## src/verilog/swd_pkg.sv

```systemverilog
// Constants, types and decode helpers for the state register write decoder
package swd_pkg;
	// Instruction fields
	localparam logic [1:0] OP_ARITH    = 2'h2;
	localparam logic [5:0] OP3_ANCILLARY_REG_WRITE_INSTR   = 6'h30;
	localparam logic [5:0] OP3_WRPR    = 6'h32;
	localparam logic [5:0] OP3_RDASR   = 6'h28;
	localparam logic [4:0] BARRIER_RS1 = 5'h0F;
	// Privileged register targets
	localparam logic [4:0] PR_TPC    = 5'h00;
	localparam logic [4:0] PR_TNPC   = 5'h01;
	localparam logic [4:0] PR_TSTATE = 5'h02;
	localparam logic [4:0] PR_TT     = 5'h03;
	localparam logic [4:0] PR_PSTATE = 5'h06;
	localparam logic [4:0] PR_TL     = 5'h07;
	localparam logic [4:0] PR_LAST   = 5'h0E;
	// Ancillary register targets
	localparam logic [4:0] ASR_FP_REG_STATUS  = 5'h06;
	localparam logic [4:0] ASR_SIR   = 5'h0F;
	localparam logic [4:0] ASR_PCR   = 5'h10;
	localparam logic [4:0] ASR_PIC   = 5'h11;
	localparam logic [4:0] ASR_DCR   = 5'h12;
	localparam logic [4:0] ASR_GSR   = 5'h13;
	localparam logic [4:0] ASR_STCMP = 5'h19;
	localparam logic [4:0] ASR_XAR   = 5'h1D;
	localparam logic [4:0] ASR_TRAP_PREFIX_REG  = 5'h1F;
	// Trap levels and state field positions
	localparam int         NUM_TL         = 4;
	localparam logic [2:0] MAX_TL         = 3'h4;
	localparam int         PST_AG         = 0;
	localparam int         PST_SUPERVISOR_BIT       = 2;
	localparam int         PST_PEF        = 4;
	localparam int         PST_MG         = 10;
	localparam int         PST_IG         = 11;
	localparam logic [11:0] PSTATE_WMASK  = 12'hFFF;
	localparam logic [11:0] PSTATE_RESET  = 12'h024;
	localparam int         FP_REG_STATUS_FEF       = 2;
	localparam int         PCR_SUPERVISOR_BIT       = 0;
	localparam logic [8:0] TT_WMASK       = 9'h1FF;
	// Prefix register layout, first slot above second
	localparam int         XAR_F_LSB      = 18;
	localparam int         XAR_S_LSB      = 4;
	localparam logic [63:0] XAR_RSV_MASK  = 64'hFFFFFFFF0000000F;
	// Register bus map
	localparam logic [7:0] A_CTRL   = 8'h00;
	localparam logic [7:0] A_STATUS = 8'h04;
	localparam logic [7:0] A_EXCCNT = 8'h08;
	localparam logic [7:0] A_TSEL   = 8'h0C;
	localparam logic [7:0] A_TPC    = 8'h10;
	localparam logic [7:0] A_TT     = 8'h14;
	localparam logic       CTRL_RESET = 1'h1;

	typedef enum logic [2:0] {
		SWD_EXC_NONE       = 3'h0,
		SWD_EXC_ILL_INSTR  = 3'h1,
		SWD_EXC_SUPERVISOR_BIT_OPC   = 3'h2,
		SWD_EXC_FP_DIS     = 3'h3,
		SWD_EXC_ILL_ACTION = 3'h4,
		SWD_EXC_SUPERVISOR_BIT_ACT   = 3'h5
	} swd_exc_e_t;

	typedef struct packed {
		logic       v;
		logic       simd;
		logic [2:0] src1_reg_extension;
		logic [2:0] src2_reg_extension;
		logic [2:0] src3_reg_extension;
		logic [2:0] urd;
	} swd_slot_t;

	typedef struct packed {
		logic       valid;
		swd_exc_e_t code;
	} swd_exc_t;

	typedef struct packed {
		logic        valid;
		logic        is_pr;
		logic [4:0]  rd;
		logic [63:0] data;
	} swd_wr_t;

	// Ancillary targets that do not exist
	function automatic logic swd_asr_reserved(input logic [4:0] rd);
		return (rd == 5'h01) || (rd == 5'h04) || (rd == 5'h05) ||
			(rd >= 5'h07 && rd <= 5'h0E) || (rd >= 5'h1A && rd <= 5'h1C);
	endfunction

	// Per-level trap copies
	function automatic logic swd_is_trap_copy(input logic [4:0] rd);
		return rd <= PR_TT;
	endfunction
endpackage

```

## src/verilog/swd_top.sv

```systemverilog
// Decode, check and execute of privileged and ancillary register writes
//
// Design decisions made here: the placing of the registers and the APB slave port.
`timescale 1ns/1ns
module swd_top (
	input  wire logic              pclk,
	input  wire logic              presetn,
	input  wire logic              psel,
	input  wire logic              penable,
	input  wire logic              pwrite,
	input  wire logic [7:0]        paddr,
	input  wire logic [31:0]       pwdata,
	output logic      [31:0]       prdata,
	output logic                   pready,
	output logic                   pslverr,
	input  wire logic              instr_valid,
	output logic                   instr_ready,
	input  wire logic [31:0]       instr,
	input  wire logic [63:0]       rs1_val,
	input  wire logic [63:0]       rs2_val,
	output logic                   done,
	output swd_pkg::swd_exc_t      exc,
	output swd_pkg::swd_wr_t       wr,
	output logic                   sir_req,
	output logic      [2:0]        trap_level_reg,
	output logic      [11:0]       pstate
);
	////////////////////////////////////////////////////////////////////////////
	// Architectural state held here
	logic [7:0]        fp_reg_status;
	logic [63:0]       perf_control_reg;
	logic [63:0]       instr_prefix_reg;
	logic [63:0]       trap_prefix_reg;
	logic [31:0]       exc_count;
	swd_pkg::swd_exc_e_t last_code;
	logic              ctrl_enable;
	logic [2:0]        trap_sel;
	logic [63:0]       sel_tpc;
	logic [8:0]        sel_tt;

	////////////////////////////////////////////////////////////////////////////
	// Instruction fields
	wire [1:0]  f_op   = instr[31:30];
	wire [4:0]  f_rd   = instr[29:25];
	wire [5:0]  f_op3  = instr[24:19];
	wire [4:0]  f_rs1  = instr[18:14];
	wire        f_imm  = instr[13];
	wire [12:0] f_simm = instr[12:0];

	// Instruction classes
	wire is_arith = (f_op == swd_pkg::OP_ARITH);
	wire is_wrpr  = is_arith && (f_op3 == swd_pkg::OP3_WRPR);
	wire is_ancillary_reg_write_instr = is_arith && (f_op3 == swd_pkg::OP3_ANCILLARY_REG_WRITE_INSTR);
	wire is_bar   = is_arith && (f_op3 == swd_pkg::OP3_RDASR) &&
		(f_rs1 == swd_pkg::BARRIER_RS1) && (f_rd == 5'h00);
	wire is_write = is_wrpr || is_ancillary_reg_write_instr;

	// Exclusive-or operand
	wire [63:0] op2   = f_imm ? {{51{f_simm[12]}}, f_simm} : rs2_val;
	wire [63:0] wdata = rs1_val ^ op2;

	////////////////////////////////////////////////////////////////////////////
	// Current prefix slot: first slot if valid, else second
	swd_pkg::swd_slot_t slot_f;
	swd_pkg::swd_slot_t slot_s;
	swd_pkg::swd_slot_t slot_c;
	assign slot_f = instr_prefix_reg[swd_pkg::XAR_F_LSB +: 14];
	assign slot_s = instr_prefix_reg[swd_pkg::XAR_S_LSB +: 14];
	assign slot_c = slot_f.v ? slot_f : slot_s;

	// Extension misuse on a write instruction
	wire pfx_misuse = slot_c.v && (slot_c.simd || (slot_c.src1_reg_extension > 3'h1) ||
		(!f_imm && (slot_c.src2_reg_extension > 3'h1)) || (f_imm && (slot_c.src2_reg_extension != 3'h0)) ||
		(slot_c.src3_reg_extension != 3'h0) || (slot_c.urd != 3'h0));

	////////////////////////////////////////////////////////////////////////////
	// Privilege and enables
	wire user     = !pstate[swd_pkg::PST_SUPERVISOR_BIT];
	wire pcr_lock = perf_control_reg[swd_pkg::PCR_SUPERVISOR_BIT];
	wire fp_on    = pstate[swd_pkg::PST_PEF] && fp_reg_status[swd_pkg::FP_REG_STATUS_FEF];
	wire tl_zero  = (trap_level_reg == 3'h0);

	// Privileged write checks
	wire pr_rsv   = is_wrpr && (f_rd > swd_pkg::PR_LAST);
	wire pr_tl0   = is_wrpr && swd_pkg::swd_is_trap_copy(f_rd) && tl_zero;
	wire [2:0] gsel = {wdata[swd_pkg::PST_AG], wdata[swd_pkg::PST_IG],
		wdata[swd_pkg::PST_MG]};
	wire pr_glob  = is_wrpr && (f_rd == swd_pkg::PR_PSTATE) &&
		(gsel != 3'h0) && ((gsel & (gsel - 3'h1)) != 3'h0);

	// Ancillary write checks
	wire rd_sir   = is_ancillary_reg_write_instr && (f_rd == swd_pkg::ASR_SIR);
	wire sir_ok   = rd_sir && (f_rs1 == 5'h00) && f_imm;
	wire asr_rsv  = is_ancillary_reg_write_instr && swd_pkg::swd_asr_reserved(f_rd);
	wire sir_bad  = rd_sir && !sir_ok;
	wire rd_pfx   = is_ancillary_reg_write_instr && ((f_rd == swd_pkg::ASR_XAR) ||
		(f_rd == swd_pkg::ASR_TRAP_PREFIX_REG));
	wire trap_prefix_reg_tl0 = is_ancillary_reg_write_instr && (f_rd == swd_pkg::ASR_TRAP_PREFIX_REG) && tl_zero;
	wire pfx_rsv  = rd_pfx && ((wdata & swd_pkg::XAR_RSV_MASK) != 64'h0);
	wire sup_only = is_ancillary_reg_write_instr && (((f_rd >= swd_pkg::ASR_DCR) &&
		(f_rd != swd_pkg::ASR_GSR) && (f_rd <= swd_pkg::ASR_STCMP)) ||
		(f_rd == swd_pkg::ASR_TRAP_PREFIX_REG));
	wire rd_perf  = is_ancillary_reg_write_instr && ((f_rd == swd_pkg::ASR_PCR) ||
		(f_rd == swd_pkg::ASR_PIC));
	wire perf_act = user && rd_perf && (pcr_lock || ((f_rd == swd_pkg::ASR_PCR) &&
		(wdata[swd_pkg::PCR_SUPERVISOR_BIT] != pcr_lock)));
	wire gsr_off  = is_ancillary_reg_write_instr && (f_rd == swd_pkg::ASR_GSR) && !fp_on;

	////////////////////////////////////////////////////////////////////////////
	// Fixed priority: decode illegal, privilege, fp, action, field illegal, perf action
	wire e_ill_hi = pr_rsv || pr_tl0 || asr_rsv || sir_bad || trap_prefix_reg_tl0;
	wire e_popc   = (is_wrpr && user) || (sup_only && user);
	wire e_fpd    = gsr_off;
	wire e_act    = (is_write && pfx_misuse) || (is_bar && slot_c.v);
	wire e_ill_lo = pr_glob || pfx_rsv;
	wire e_pact   = perf_act;

	swd_pkg::swd_exc_e_t next_code;
	assign next_code = e_ill_hi ? swd_pkg::SWD_EXC_ILL_INSTR  :
		e_popc   ? swd_pkg::SWD_EXC_SUPERVISOR_BIT_OPC   :
		e_fpd    ? swd_pkg::SWD_EXC_FP_DIS     :
		e_act    ? swd_pkg::SWD_EXC_ILL_ACTION :
		e_ill_lo ? swd_pkg::SWD_EXC_ILL_INSTR  :
		e_pact   ? swd_pkg::SWD_EXC_SUPERVISOR_BIT_ACT   :
		swd_pkg::SWD_EXC_NONE;

	////////////////////////////////////////////////////////////////////////////
	// Commit qualifiers; no wait states, so the next op sees new state
	assign instr_ready = ctrl_enable;
	wire take   = instr_valid && instr_ready;
	wire clean  = take && (next_code == swd_pkg::SWD_EXC_NONE);
	wire do_pr  = clean && is_wrpr;
	wire do_asr = clean && is_ancillary_reg_write_instr && !sir_ok;
	wire stk_we = do_pr && swd_pkg::swd_is_trap_copy(f_rd);

	// Trap level write clamps to the deepest copy
	wire [2:0] next_tl = (wdata > 64'(swd_pkg::MAX_TL)) ? swd_pkg::MAX_TL : wdata[2:0];

	// Prefix image with empty slots forced to zero
	function automatic logic [63:0] swd_pfx_clean(input logic [63:0] v);
		logic [63:0] r;
		r = v;
		if (!v[swd_pkg::XAR_F_LSB + 13])
			r[swd_pkg::XAR_F_LSB +: 14] = 14'h0000;
		if (!v[swd_pkg::XAR_S_LSB + 13])
			r[swd_pkg::XAR_S_LSB +: 14] = 14'h0000;
		return r;
	endfunction

	// The current prefix slot is spent by any other instruction taken without an exception
	wire [63:0] spent_pfx = slot_f.v ?
		{instr_prefix_reg[63:32], 14'h0000, instr_prefix_reg[17:0]} :
		{instr_prefix_reg[63:18], 14'h0000, instr_prefix_reg[3:0]};

	////////////////////////////////////////////////////////////////////////////
	// Per-level trap copies
	swd_trap_stack u_stack (
		.pclk     (pclk),
		.presetn  (presetn),
		.wr_en    (stk_we),
		.wr_level (trap_level_reg),
		.wr_field (f_rd[1:0]),
		.wr_data  (wdata),
		.rd_level (trap_sel),
		.rd_tpc   (sel_tpc),
		.rd_tt    (sel_tt)
	);

	// Software view
	swd_apb u_apb (
		.pclk        (pclk),
		.presetn     (presetn),
		.psel        (psel),
		.penable     (penable),
		.pwrite      (pwrite),
		.paddr       (paddr),
		.pwdata      (pwdata),
		.prdata      (prdata),
		.pready      (pready),
		.pslverr     (pslverr),
		.status      ({20'h0, pstate[3:0], 1'b0, last_code, 1'b0, trap_level_reg}),
		.exc_count   (exc_count),
		.sel_tpc     (sel_tpc),
		.sel_tt      (sel_tt),
		.ctrl_enable (ctrl_enable),
		.trap_sel    (trap_sel)
	);

	////////////////////////////////////////////////////////////////////////////
	// Trap level and processor state, written in the accept cycle
	always_ff @(posedge pclk or negedge presetn)
	begin
		if (!presetn)
		begin
			trap_level_reg <= 3'h0;
			pstate         <= swd_pkg::PSTATE_RESET;
		end
		else if (do_pr)
		begin
			if (f_rd == swd_pkg::PR_TL)
				trap_level_reg <= next_tl;
			if (f_rd == swd_pkg::PR_PSTATE)
				pstate <= (pstate & ~swd_pkg::PSTATE_WMASK) |
					(wdata[11:0] & swd_pkg::PSTATE_WMASK);
		end
	end

	// Ancillary registers; FP status and PCR steer the checks above
	always_ff @(posedge pclk or negedge presetn)
	begin
		if (!presetn)
		begin
			fp_reg_status    <= 8'h00;
			perf_control_reg <= 64'h0;
			trap_prefix_reg  <= 64'h0;
		end
		else if (do_asr)
		begin
			case (f_rd)
				swd_pkg::ASR_FP_REG_STATUS: fp_reg_status    <= wdata[7:0];
				swd_pkg::ASR_PCR:  perf_control_reg <= wdata;
				swd_pkg::ASR_TRAP_PREFIX_REG: trap_prefix_reg  <= swd_pfx_clean(wdata);
				default:           fp_reg_status    <= fp_reg_status;
			endcase
		end
	end

	// Prefix register: written, or its current slot consumed
	always_ff @(posedge pclk or negedge presetn)
	begin
		if (!presetn)
			instr_prefix_reg <= 64'h0;
		else if (do_asr && (f_rd == swd_pkg::ASR_XAR))
			instr_prefix_reg <= swd_pfx_clean(wdata);
		else if (clean)
			instr_prefix_reg <= spent_pfx;
	end

	////////////////////////////////////////////////////////////////////////////
	// Result port; targets kept elsewhere are handed out on wr
	always_ff @(posedge pclk or negedge presetn)
	begin
		if (!presetn)
		begin
			done      <= 1'b0;
			exc       <= '0;
			wr        <= '0;
			sir_req   <= 1'b0;
		end
		else
		begin
			done      <= take;
			exc.valid <= take && (next_code != swd_pkg::SWD_EXC_NONE);
			exc.code  <= take ? next_code : swd_pkg::SWD_EXC_NONE;
			wr.valid  <= do_pr || do_asr; // Barrier never writes
			wr.is_pr  <= is_wrpr;
			wr.rd     <= f_rd;
			wr.data   <= wdata;
			sir_req   <= clean && sir_ok;
		end
	end

	// Software-visible record of faults
	always_ff @(posedge pclk or negedge presetn)
	begin
		if (!presetn)
		begin
			exc_count <= 32'h0;
			last_code <= swd_pkg::SWD_EXC_NONE;
		end
		else if (take && (next_code != swd_pkg::SWD_EXC_NONE))
		begin
			exc_count <= exc_count + 32'h1;
			last_code <= next_code;
		end
	end
endmodule

```

## src/verilog/swd_trap_stack.sv

```systemverilog
// Per-trap-level copies of trap PC, next PC, state and type
`timescale 1ns/1ns
module swd_trap_stack (
	input  wire logic        pclk,
	input  wire logic        presetn,
	input  wire logic        wr_en,
	input  wire logic [2:0]  wr_level,
	input  wire logic [1:0]  wr_field,
	input  wire logic [63:0] wr_data,
	input  wire logic [2:0]  rd_level,
	output logic      [63:0] rd_tpc,
	output logic      [8:0]  rd_tt
);
	logic [63:0] tpc    [swd_pkg::NUM_TL];
	logic [63:0] tnpc   [swd_pkg::NUM_TL];
	logic [63:0] tstate [swd_pkg::NUM_TL];
	logic [8:0]  tt     [swd_pkg::NUM_TL];
	wire  [1:0]  rd_idx = rd_level[1:0] - 2'h1;

	////////////////////////////////////////////////////////////////////////////
	// One copy per level; level 1 lives in slot 0
	genvar g;
	generate
		for (g = 0; g < swd_pkg::NUM_TL; g++)
		begin : gen_lvl
			wire hit = wr_en && (wr_level == 3'(g + 1));
			always_ff @(posedge pclk or negedge presetn)
			begin
				if (!presetn)
				begin
					tpc[g]    <= 64'h0;
					tnpc[g]   <= 64'h0;
					tstate[g] <= 64'h0;
					tt[g]     <= 9'h000;
				end
				else if (hit)
				begin
					case (wr_field)
						2'h0:    tpc[g]    <= wr_data;
						2'h1:    tnpc[g]   <= wr_data;
						2'h2:    tstate[g] <= wr_data;
						default: tt[g]     <= wr_data[8:0] & swd_pkg::TT_WMASK;
					endcase
				end
			end
		end
	endgenerate

	////////////////////////////////////////////////////////////////////////////
	// Readback for software; level 0 has no copy and reads zero
	always_ff @(posedge pclk or negedge presetn)
	begin
		if (!presetn)
		begin
			rd_tpc <= 64'h0;
			rd_tt  <= 9'h000;
		end
		else
		begin
			rd_tpc <= (rd_level == 3'h0) ? 64'h0 : tpc[rd_idx];
			rd_tt  <= (rd_level == 3'h0) ? 9'h000 : tt[rd_idx];
		end
	end
endmodule

```

## src/verilog/swd_apb.sv

```systemverilog
// APB slave holding the decoder's control and status words
`timescale 1ns/1ns
module swd_apb (
	input  wire logic        pclk,
	input  wire logic        presetn,
	input  wire logic        psel,
	input  wire logic        penable,
	input  wire logic        pwrite,
	input  wire logic [7:0]  paddr,
	input  wire logic [31:0] pwdata,
	output logic      [31:0] prdata,
	output logic             pready,
	output logic             pslverr,
	input  wire logic [31:0] status,
	input  wire logic [31:0] exc_count,
	input  wire logic [63:0] sel_tpc,
	input  wire logic [8:0]  sel_tt,
	output logic             ctrl_enable,
	output logic      [2:0]  trap_sel
);
	wire access = psel && penable;
	wire mapped = (paddr <= swd_pkg::A_TT) && (paddr[1:0] == 2'h0);

	////////////////////////////////////////////////////////////////////////////
	// Zero-wait slave; unaligned or unmapped words answer with an error
	assign pready  = 1'b1;
	assign pslverr = access && !mapped;

	always_comb
	begin
		case (paddr)
			swd_pkg::A_CTRL:   prdata = {31'h0, ctrl_enable};
			swd_pkg::A_STATUS: prdata = status;
			swd_pkg::A_EXCCNT: prdata = exc_count;
			swd_pkg::A_TSEL:   prdata = {29'h0, trap_sel};
			swd_pkg::A_TPC:    prdata = sel_tpc[31:0];
			swd_pkg::A_TT:     prdata = {23'h0, sel_tt};
			default:           prdata = 32'h0;
		endcase
	end

	// Writes land on the access edge only
	always_ff @(posedge pclk or negedge presetn)
	begin
		if (!presetn)
		begin
			ctrl_enable <= swd_pkg::CTRL_RESET;
			trap_sel    <= 3'h0;
		end
		else if (access && pwrite)
		begin
			if (paddr == swd_pkg::A_CTRL)
				ctrl_enable <= pwdata[0];
			if (paddr == swd_pkg::A_TSEL)
				trap_sel <= pwdata[2:0];
		end
	end
endmodule

```

## config.mk

```make
export PLATFORM = sky130hd
export DESIGN_NAME = swd_top
export DESIGN_NICKNAME = d
export VERILOG_FILES = /design/src/verilog/swd_pkg.sv /design/src/verilog/swd_top.sv /design/src/verilog/swd_trap_stack.sv /design/src/verilog/swd_apb.sv
export SDC_FILE = /design/constraint.sdc
export NUM_CORES = 1
export LEC_CHECK = 0
export BUFFER_PORTS_ARGS = -buffer_cell sky130_fd_sc_hd__buf_2
export CAP_MARGIN = 20
export CORE_AREA = 5 5 251 253
export DETAILED_ROUTE_END_ITERATION = 12
export DIE_AREA = 0 0 256 258
export PLACE_DENSITY = 0.46
export SLEW_MARGIN = 5
export SYNTH_ARGS = -nofsm -noshare
export SYNTH_HDL_FRONTEND = slang
export SYNTH_SLANG_ARGS = --single-unit
```

## constraint.sdc

```tcl
create_clock -name pclk -period 3.9 [get_ports pclk]
set_clock_uncertainty 0.15 [all_clocks]
set_input_delay 0.195 -clock pclk [delete_from_list [all_inputs] [get_ports pclk]]
set_output_delay 0.195 -clock pclk [all_outputs]
set_load 0.02 [all_outputs]
```

==> results.txt, run 1 <==
----------------------------------------------------
[Outcome]
  Status ... complete, no violations

[Timing]
  Fin worst setup slack ... 0.350 ns
  Number of max-slew violations in the final report ... 0
  Final Hold Violating Endpoints ... 0
  Max Freq ... 282 MHz
  Slew at the pin closest to its max-slew limit ... 1.01 ns
  Time the final worst path needs with I/O delays and setup ... 3.55 ns
  Final setup violation count ... 0
  Total negative setup slack ... 0 ns
  Share of the clock period used by the worst path after layout ... 0.910
  Tightest slew margin relative to the limit ... 0.328
  Setup repair after global routing missed its margin ... no

[Detailed routing]
  Residual DRC count ... 0
  Total routed wirelength ... 55300 um
  DRT iter0 DRCs ... 759
  Highest routed layer ... met5
  Metal3 WL ... 2950 um
  Vias after detailed routing ... 12583
  Detailed-route wire length on metal 1 ... 24200 um
  DR pass1 iterations ... 6
  Detail-routed via count per cell ... 4.88
  Routed length on met2 ... 26600 um
  Post-detailed-route count of antenna-violating nets ... 0
  Average routed wire per standard cell ... 21.4 um

[Logic synthesis]
  Top flip-flop cell by instance count after synthesis ... sky130_fd_sc_hd__dfrtp_1
  Synthesized area ... 16800 um2
  Count of mapped cells out of synthesis ... 1285
  Post-synthesis sequential area ratio ... 0.543
  Post-synthesis net count ... 1493
  Post-synthesis average cell area ... 13.1 um2
  Area share of the largest cell type after synthesis ... 0.539
  Number of warning messages in the yosys log ... 0
  Unique masters post-synth ... 72
  Main area contributors after synthesis ... sky130_fd_sc_hd__dfrtp_1 (54%), sky130_fd_sc_hd__mux2_2 (10%), sky130_fd_sc_hd__mux4_2 (5.5%)
  Dominant cell type by area after synthesis ... sky130_fd_sc_hd__dfrtp_1
  Count of flip-flops with a built-in enable after synthesis ... 0
  Synth Register Bits ... 364
  Async set or reset register ratio after synthesis ... 1.00

[Cells and area]
  Biggest register ... u_stack.tpc
  Flip-flop count of the largest register, all copies and words added ... 128
  Total area of multi-input combinational cells ... 7210 um2
  Register cell area after layout ... 9110 um2
  Ratio of cells with drive above 1 in the final layout ... 0.375
  Top Registers ... u_stack.tpc x128, wr x71, u_stack.tt x36
  NumNets Final ... 1961
  Final-layout fill cell count ... 5958
  Area growth from synthesis to layout ... 33.3%
  Share of the core filled with cells in the final layout ... 0.368
  Final Cell Area ... 22400 um2

[Clock network]
  Clock latency of the later-clocked register in the worst-skew pair ... 0.56 ns
  Buffer depth of the longest clock path ... 3
  Maximum level of the CTS H-tree ... 2
  Inserted Clock Buffers ... 43
  Root buffer cell ... sky130_fd_sc_hd__clkbuf_16
  Sinks on Clock Net ... 364
  Register clock-pin slew on the reported worst setup and hold paths ... 0.06 ns
  Post-CTS setup buffer count ... 0
  Clock tree from TritonCTS ... done

[Floorplan]
  Core area ... 60800 um2
  Count of standard-cell rows ... 91
  Area of the die ... 66000 um2
  Starting density of the core ... 0.276
  Height of the die ... 258 um
  Number of primary I/O pins ... 333
  Horiz. Die Dim ... 256 um

[Power]
  Psw ... 2.26 mW
  Fraction of power spent switching nets ... 0.252
  Relative contribution of combinational cells to total power ... 0.122
  Internal Pwr Total ... 6.71 mW
  VDD IR-drop max ... 241 uV
  Proportion of power drawn by flip-flops and latches ... 0.433
  Cell leakage power ... 10.8 nW
  Total chip power ... 8.97 mW
  Share of total power in the clock network ... 0.445
  Power per cell area ... 401 nW/um2

[Setup path]
  Data arrival time of the worst path ... 3.85 ns
  Delay-heaviest family, CP ... simple AND/OR/NAND/NOR gates
  Cell with the biggest individual delay on the critical path ... sky130_fd_sc_hd__dlygate4sd3_1
  Crit-path max FO ... 11
  Required time of the critical path ... 4.20 ns
  Category of the most critical setup path ... input port to flip-flop
  Worst setup EP type ... flip-flop
  Buffering stage count on the worst path with inverters included ... 4
  Critical path cell sequence ... dlygate4sd3_1, buf_2, xnor2_1, nand4_1, nor4_1, nand4_1, a221oi_4, buf_4, o2111ai_4, buf_4, nor4b_2, mux2_2
  Biggest cell delay along the critical path ... 0.55 ns
  Critical Path Start Type ... input port

[Placed design]
  Worst setup slack before clock tree synthesis ... 0.167 ns
  Detail Placement HPWL ... 38800 um
  Gpl congestion ... 0.836
  Number of port buffers ... 302
  Placed standard-cell area ... 19700 um2

[Global route]
  Largest net degree at the start of global routing ... 92
  Final global-route overflow total ... 0
  Antenna violations before repair ... 8
  Overall track demand over capacity in global routing ... 0.166
  Number of global-route vias before repair ... 13301
  First-pass GRT wire length ... 84700 um

[Worst hold path]
  Class of the most critical hold timing path ... input port to flip-flop

[Job]
  Number of max-capacitance violations reported ... 0

----------------------------------------------------
[what timing repair did]
| item | in CTS | in global routing |
|---|---|---|
| hold buffers | 124 | 0 |
| resized for setup | 0 | 0 |
| hold endpoints to repair | 195 | 0 |
| endpoints found under the setup margin | 0 | 0 |
[cells by family after synthesis]
logic type,synth area share
xor gates and xnor gates,0.0653
and+or+nand+nor,0.0853
muxes,0.190
buffers and inverters,0.0287
other,0.000224
adders and majority gates,0.00269
DFF,0.543
AOI/OAI and AO/OA,0.0846
[power groups by stage]
stage / combinational, mW / clock, mW / sequential [mW]
finish: 1.09 / 3.99 / 3.89
global route: 1.18 / 4.29 / 3.89
CTS: 1.11 / 4.13 / 3.89
detailed placement: 0.960 / 0 / 3.95
global placement: 0.951 / 0 / 3.96
floorplan: 0.289 / 0 / 4.07
[cell usage in the layout, fill, tap and decap left out, types with 9 or more instances in the layout]
cell	count
sky130_fd_sc_hd__a2111oi_0	21
sky130_fd_sc_hd__a21oi_1	60
sky130_fd_sc_hd__a222oi_1	9
sky130_fd_sc_hd__a22o_1	46
sky130_fd_sc_hd__and3_1	11
sky130_fd_sc_hd__buf_12	14
sky130_fd_sc_hd__buf_2	301
sky130_fd_sc_hd__buf_4	65
sky130_fd_sc_hd__clkbuf_1	16
sky130_fd_sc_hd__clkbuf_16	45
sky130_fd_sc_hd__clkbuf_8	11
sky130_fd_sc_hd__dfrtp_1	360
sky130_fd_sc_hd__dlygate4sd3_1	124
sky130_fd_sc_hd__inv_1	28
sky130_fd_sc_hd__mux2_1	28
sky130_fd_sc_hd__mux2_2	156
sky130_fd_sc_hd__mux2i_1	19
sky130_fd_sc_hd__mux4_2	41
sky130_fd_sc_hd__nand2_1	44
sky130_fd_sc_hd__nand3_1	21
sky130_fd_sc_hd__nand4_1	23
sky130_fd_sc_hd__nor2_1	21
sky130_fd_sc_hd__nor2b_1	45
sky130_fd_sc_hd__nor3_1	9
sky130_fd_sc_hd__nor4_1	17
sky130_fd_sc_hd__o21ai_0	15
sky130_fd_sc_hd__or4_1	11
sky130_fd_sc_hd__xnor2_1	86
sky130_fd_sc_hd__xor2_1	39
[worst register-to-register path: stages, from the launching register on]
cell and delay (ns):
sky130_fd_sc_hd__dfrtp_1 0.39, sky130_fd_sc_hd__nor4_1 0.27, sky130_fd_sc_hd__nand4_1 0.19, sky130_fd_sc_hd__o41a_1 0.39, sky130_fd_sc_hd__nor4_1 0.29, sky130_fd_sc_hd__o21a_1 0.36
sky130_fd_sc_hd__o2111ai_4 0.27, sky130_fd_sc_hd__buf_4 0.27, sky130_fd_sc_hd__nor4b_2 0.40, sky130_fd_sc_hd__mux2_2 0.38
[worst paths after layout]
kind	start	to	slack (ns)	cells past startpoint
setup / recovery	rs1_val[54]	trap_level_reg[2]	0.35	12
hold / removal	rs2_val[31]	wr[31]	0.03	4
setup reg to reg	instr_prefix_reg[26]	trap_level_reg[2]	0.43	9
hold reg to reg	exc_count[31]	exc_count[31]	0.32	1
max in group asynchronous	presetn	pstate[7]	2.44	3
min in group asynchronous	presetn	wr[17]	0.11	2
[layout make-up]
type	instances	share of cell area
antenna	3	0.000336
timing repair buffer	505	0.158
multi-input combinational	808	0.322
tap	790	0.0442
clock inverter	6	0.00280
clock buffer	72	0.0598
inverter	31	0.00520
sequential	364	0.407
[cell usage after synthesis, types with 11 or more instances]
master and n:
sky130_fd_sc_hd__inv_1 28, sky130_fd_sc_hd__mux2_2 156, sky130_fd_sc_hd__dfrtp_1 361, sky130_fd_sc_hd__mux2_1 28, sky130_fd_sc_hd__a2111oi_0 21, sky130_fd_sc_hd__or4_1 11, sky130_fd_sc_hd__nor2_1 22, sky130_fd_sc_hd__buf_2 13
sky130_fd_sc_hd__mux4_2 41, sky130_fd_sc_hd__nor3_1 11, sky130_fd_sc_hd__xnor2_1 86, sky130_fd_sc_hd__nand3_1 21, sky130_fd_sc_hd__clkbuf_1 54, sky130_fd_sc_hd__nor2b_1 46, sky130_fd_sc_hd__nand2_1 44, sky130_fd_sc_hd__and3_1 11
sky130_fd_sc_hd__o21ai_0 15, sky130_fd_sc_hd__xor2_1 39, sky130_fd_sc_hd__a21oi_1 60, sky130_fd_sc_hd__a22o_1 46, sky130_fd_sc_hd__nand4_1 23, sky130_fd_sc_hd__mux2i_1 19, sky130_fd_sc_hd__nor4_1 17
[layer usage]
| metal | track usage | vias up |
|---|---|---|
| li1 | - | 5653 |
| met2 | 0.274 | 348 |
| met1 | 0.221 | 6495 |
| met4 | 0.0462 | 8 |
| met5 | 0 | - |
| met3 | 0.0373 | 79 |
[stage by stage]
stage                     hold slack, ns  std cells
after floorplan                   -0.251       1285
after global placement             0.131       2374
after detailed placement           0.138       2374
after CTS                        0.00289       2576
after global routing              0.0274       2579
final                             0.0305       2579
Power figures use the tool's default switching activity.
==> run 2: changes to the inputs <==
- ABC_AREA: default -> 1
- CORE_AREA: 5 5 251 253 -> 5 5 262 264
- DIE_AREA: 0 0 256 258 -> 0 0 267 269
==> results.txt, run 2 <==
----------------------------------------------------
[Outcome]
  Status ... complete, no violations

[Cells and area]
  Register cell area after layout ... 9110 um2
  Flip-flop count of the largest register, all copies and words added ... 128
  Most common cell after layout, fill and taps aside ... sky130_fd_sc_hd__nand2_1
  Top Registers ... u_stack.tpc x128, wr x71, u_stack.tt x36
  Area growth from synthesis to layout ... 30.2%
  Total area of multi-input combinational cells ... 7890 um2
  Final-layout fill cell count ... 6991
  Ratio of cells with drive above 1 in the final layout ... 0.182
  NumNets Final ... 2904
  Most frequent cells in the layout ... sky130_fd_sc_hd__nand2_1 (679), sky130_fd_sc_hd__dfrtp_1 (360), sky130_fd_sc_hd__buf_2 (301), sky130_fd_sc_hd__nor2_1 (250), sky130_fd_sc_hd__nand4_1 (194)
  Biggest register ... u_stack.tpc

[Timing]
  Final Hold Violating Endpoints ... 0
  Total negative setup slack ... 0 ns
  Time the final worst path needs with I/O delays and setup ... 3.53 ns
  Share of the clock period used by the worst path after layout ... 0.905
  Final setup violation count ... 0
  Slew at the pin closest to its max-slew limit ... 1.13 ns
  Max Freq ... 283 MHz
  Fin worst setup slack ... 0.372 ns
  Tightest slew margin relative to the limit ... 0.243
  Worst slack on hold paths ... 0.0216 ns
  Setup repair after global routing missed its margin ... no
  Number of max-slew violations in the final report ... 0

[Floorplan]
  Core area ... 66300 um2
  Horiz. Die Dim ... 267 um
  Height of the die ... 269 um
  Number of primary I/O pins ... 333
  Starting density of the core ... 0.276
  Count of standard-cell rows ... 95
  Area of the die ... 71800 um2

[Setup path]
  Launch instance of the worst register-to-register path ... instr_prefix_reg[31]
  Critical Path Start Type ... input port
  Data arrival time of the worst path ... 3.86 ns
  Category of the most critical setup path ... input port to flip-flop
  Number of cells traversed by the worst register-to-register path ... 13
  Worst setup EP type ... flip-flop
  Crit-path max FO ... 76
  Slack of the worst reg-to-reg path ... 0.67 ns
  Terminus of the critical flop-to-flop path ... instr_prefix_reg[21]
  First element of the critical path ... instr[13]
  Required time of the critical path ... 4.23 ns

[Worst hold path]
  Instance count along the most critical hold path ... 5
  Destination of the worst hold path ... instr_prefix_reg[24]
  Class of the most critical hold timing path ... input port to flip-flop
  Min-Delay Startpoint ... rs2_val[24]

[Global route]
  Largest net degree at the start of global routing ... 101
  Antenna violations before repair ... 4
  Overall track demand over capacity in global routing ... 0.185
  Number of global-route vias before repair ... 17792
  Final global-route overflow total ... 0
  First-pass GRT wire length ... 104000 um

[Clock network]
  Maximum level of the CTS H-tree ... 2
  Root buffer cell ... sky130_fd_sc_hd__clkbuf_16
  Register clock-pin slew on the reported worst setup and hold paths ... 0.06 ns
  Clock tree from TritonCTS ... done
  Sinks on Clock Net ... 364
  Post-CTS setup buffer count ... 0
  Post_cts resized ... 0
  Inserted Clock Buffers ... 45
  Clock latency of the later-clocked register in the worst-skew pair ... 0.58 ns
  Buffer depth of the longest clock path ... 3
  # hold bufs at CTS ... 155

[Placed design]
  Gpl congestion ... 0.866
  Number of port buffers ... 302
  Worst setup slack before clock tree synthesis ... 0.344 ns
  Detail Placement HPWL ... 45000 um

[Detailed routing]
  Vias after detailed routing ... 17451
  Average routed wire per standard cell ... 18.7 um
  DRT iter0 DRCs ... 1241
  DR pass1 iterations ... 7
  Detail-routed via count per cell ... 4.84
  Residual DRC count ... 0
  Total routed wirelength ... 67600 um
  Post-detailed-route count of antenna-violating nets ... 0

[Logic synthesis]
  Main area contributors after synthesis ... sky130_fd_sc_hd__dfrtp_1 (49%), sky130_fd_sc_hd__nand2_1 (14%), sky130_fd_sc_hd__nand4_1 (6.6%)
  Cell types with the highest counts after synthesis ... sky130_fd_sc_hd__nand2_1 (679), sky130_fd_sc_hd__dfrtp_1 (361), sky130_fd_sc_hd__nor2_1 (252)
  Unique masters post-synth ... 55
  Count of flip-flops with a built-in enable after synthesis ... 0
  Synth Register Bits ... 364
  Post-synthesis net count ... 2478
  Async set or reset register ratio after synthesis ... 1.00
  Area share of the largest cell type after synthesis ... 0.494
  Post-synthesis average cell area ... 8.06 um2
  Post-synthesis sequential area ratio ... 0.498
  Count of mapped cells out of synthesis ... 2270
  Top flip-flop cell by instance count after synthesis ... sky130_fd_sc_hd__dfrtp_1
  Number of warning messages in the yosys log ... 0
  Dominant cell type by area after synthesis ... sky130_fd_sc_hd__dfrtp_1
  Synthesized area ... 18300 um2
  Most common cell in the synthesized netlist ... sky130_fd_sc_hd__nand2_1

[Power]
  VDD IR-drop max ... 261 uV
  Cell leakage power ... 12.1 nW
  Power per cell area ... 394 nW/um2
  Total chip power ... 9.38 mW

[Job]
  Number of max-capacitance violations reported ... 0

----------------------------------------------------
run 2: worst max path at each step:
stage | endpoint | depth (start not counted) | slack [ns]
finish | instr_prefix_reg[21] | 20 | 0.37
global route | u_stack.tt[27] | 22 | 0.08
CTS | instr_prefix_reg[21] | 21 | 0.40
detailed placement | u_stack.tpc[131] | 22 | 0.34
global placement | u_stack.tpc[144] | 22 | 0.39
floorplan | u_stack.tpc[133] | 22 | 1.36
run 2: where the power goes:
| part | switching, mW | internal [mW] |
|---|---|---|
| Clock | 1.66 | 2.69 |
| Sequential | 0.0312 | 3.87 |
| Combinational | 0.734 | 0.404 |
run 2: area by class of cell:
type                    instances  area share
repair buffers                513       0.150
clock inverters                14     0.00752
multi-input cells            1620       0.331
flip-flops and latches        364       0.383
well taps                     873      0.0459
clock buffers                  67      0.0576
inverters                     152      0.0241
diodes                          2    0.000210
run 2: cell families (layout without fill, tap and decap cells):
kind of cell,after synthesis,in the layout,share of synthesized area
AND/OR/NAND/NOR,1304,1304,0.321
buffers and inverters,286,746,0.0724
adder cells (fa/ha/maj),2,2,0.00137
XOR/XNOR,62,62,0.0297
AO/OA/AOI/OAI,250,250,0.0761
other,1,3,0.000205
multiplexers,1,1,0.000616
flip-flops,364,364,0.498
run 2: metrics by stage:
stage | area, um2 | utilization | instances
floorplan | 18300 | - | 2270
global placement | 20700 | 0.312 | 3367
detailed placement | 20700 | 0.312 | 3367
CTS | 23800 | 0.359 | 3603
global route | 23800 | 0.359 | 3604
finish | 23800 | 0.359 | 3605
run 2: worst max-delay path, stage by stage:
cell and delay (ns):
sky130_fd_sc_hd__buf_2 0.24, sky130_fd_sc_hd__nand2_8 0.32, sky130_fd_sc_hd__nand2_1 0.20, sky130_fd_sc_hd__nand2_1 0.08, sky130_fd_sc_hd__dlygate4sd3_1 0.57, sky130_fd_sc_hd__nand2_1 0.08, sky130_fd_sc_hd__nand2_1 0.06, sky130_fd_sc_hd__nor2_1 0.20
sky130_fd_sc_hd__nand2_1 0.08, sky130_fd_sc_hd__nor2_1 0.11, sky130_fd_sc_hd__nand3_1 0.12, sky130_fd_sc_hd__nand2_2 0.10, sky130_fd_sc_hd__nand3_1 0.08, sky130_fd_sc_hd__nand2_1 0.07, sky130_fd_sc_hd__nand2_1 0.06, sky130_fd_sc_hd__nand2_2 0.09
sky130_fd_sc_hd__nand4_4 0.19, sky130_fd_sc_hd__nor2_4 0.28, sky130_fd_sc_hd__nand3_1 0.40, sky130_fd_sc_hd__o21ai_1 0.27
run 2: routing by layer:
| layer | share of wire | global-route usage |
|---|---|---|
| met2 | 0.46 | 0.300 |
| met1 | 0.43 | 0.245 |
| met4 | 0.026 | 0.0529 |
| met3 | 0.079 | 0.0480 |
| met5 | 0.00019 | 0 |
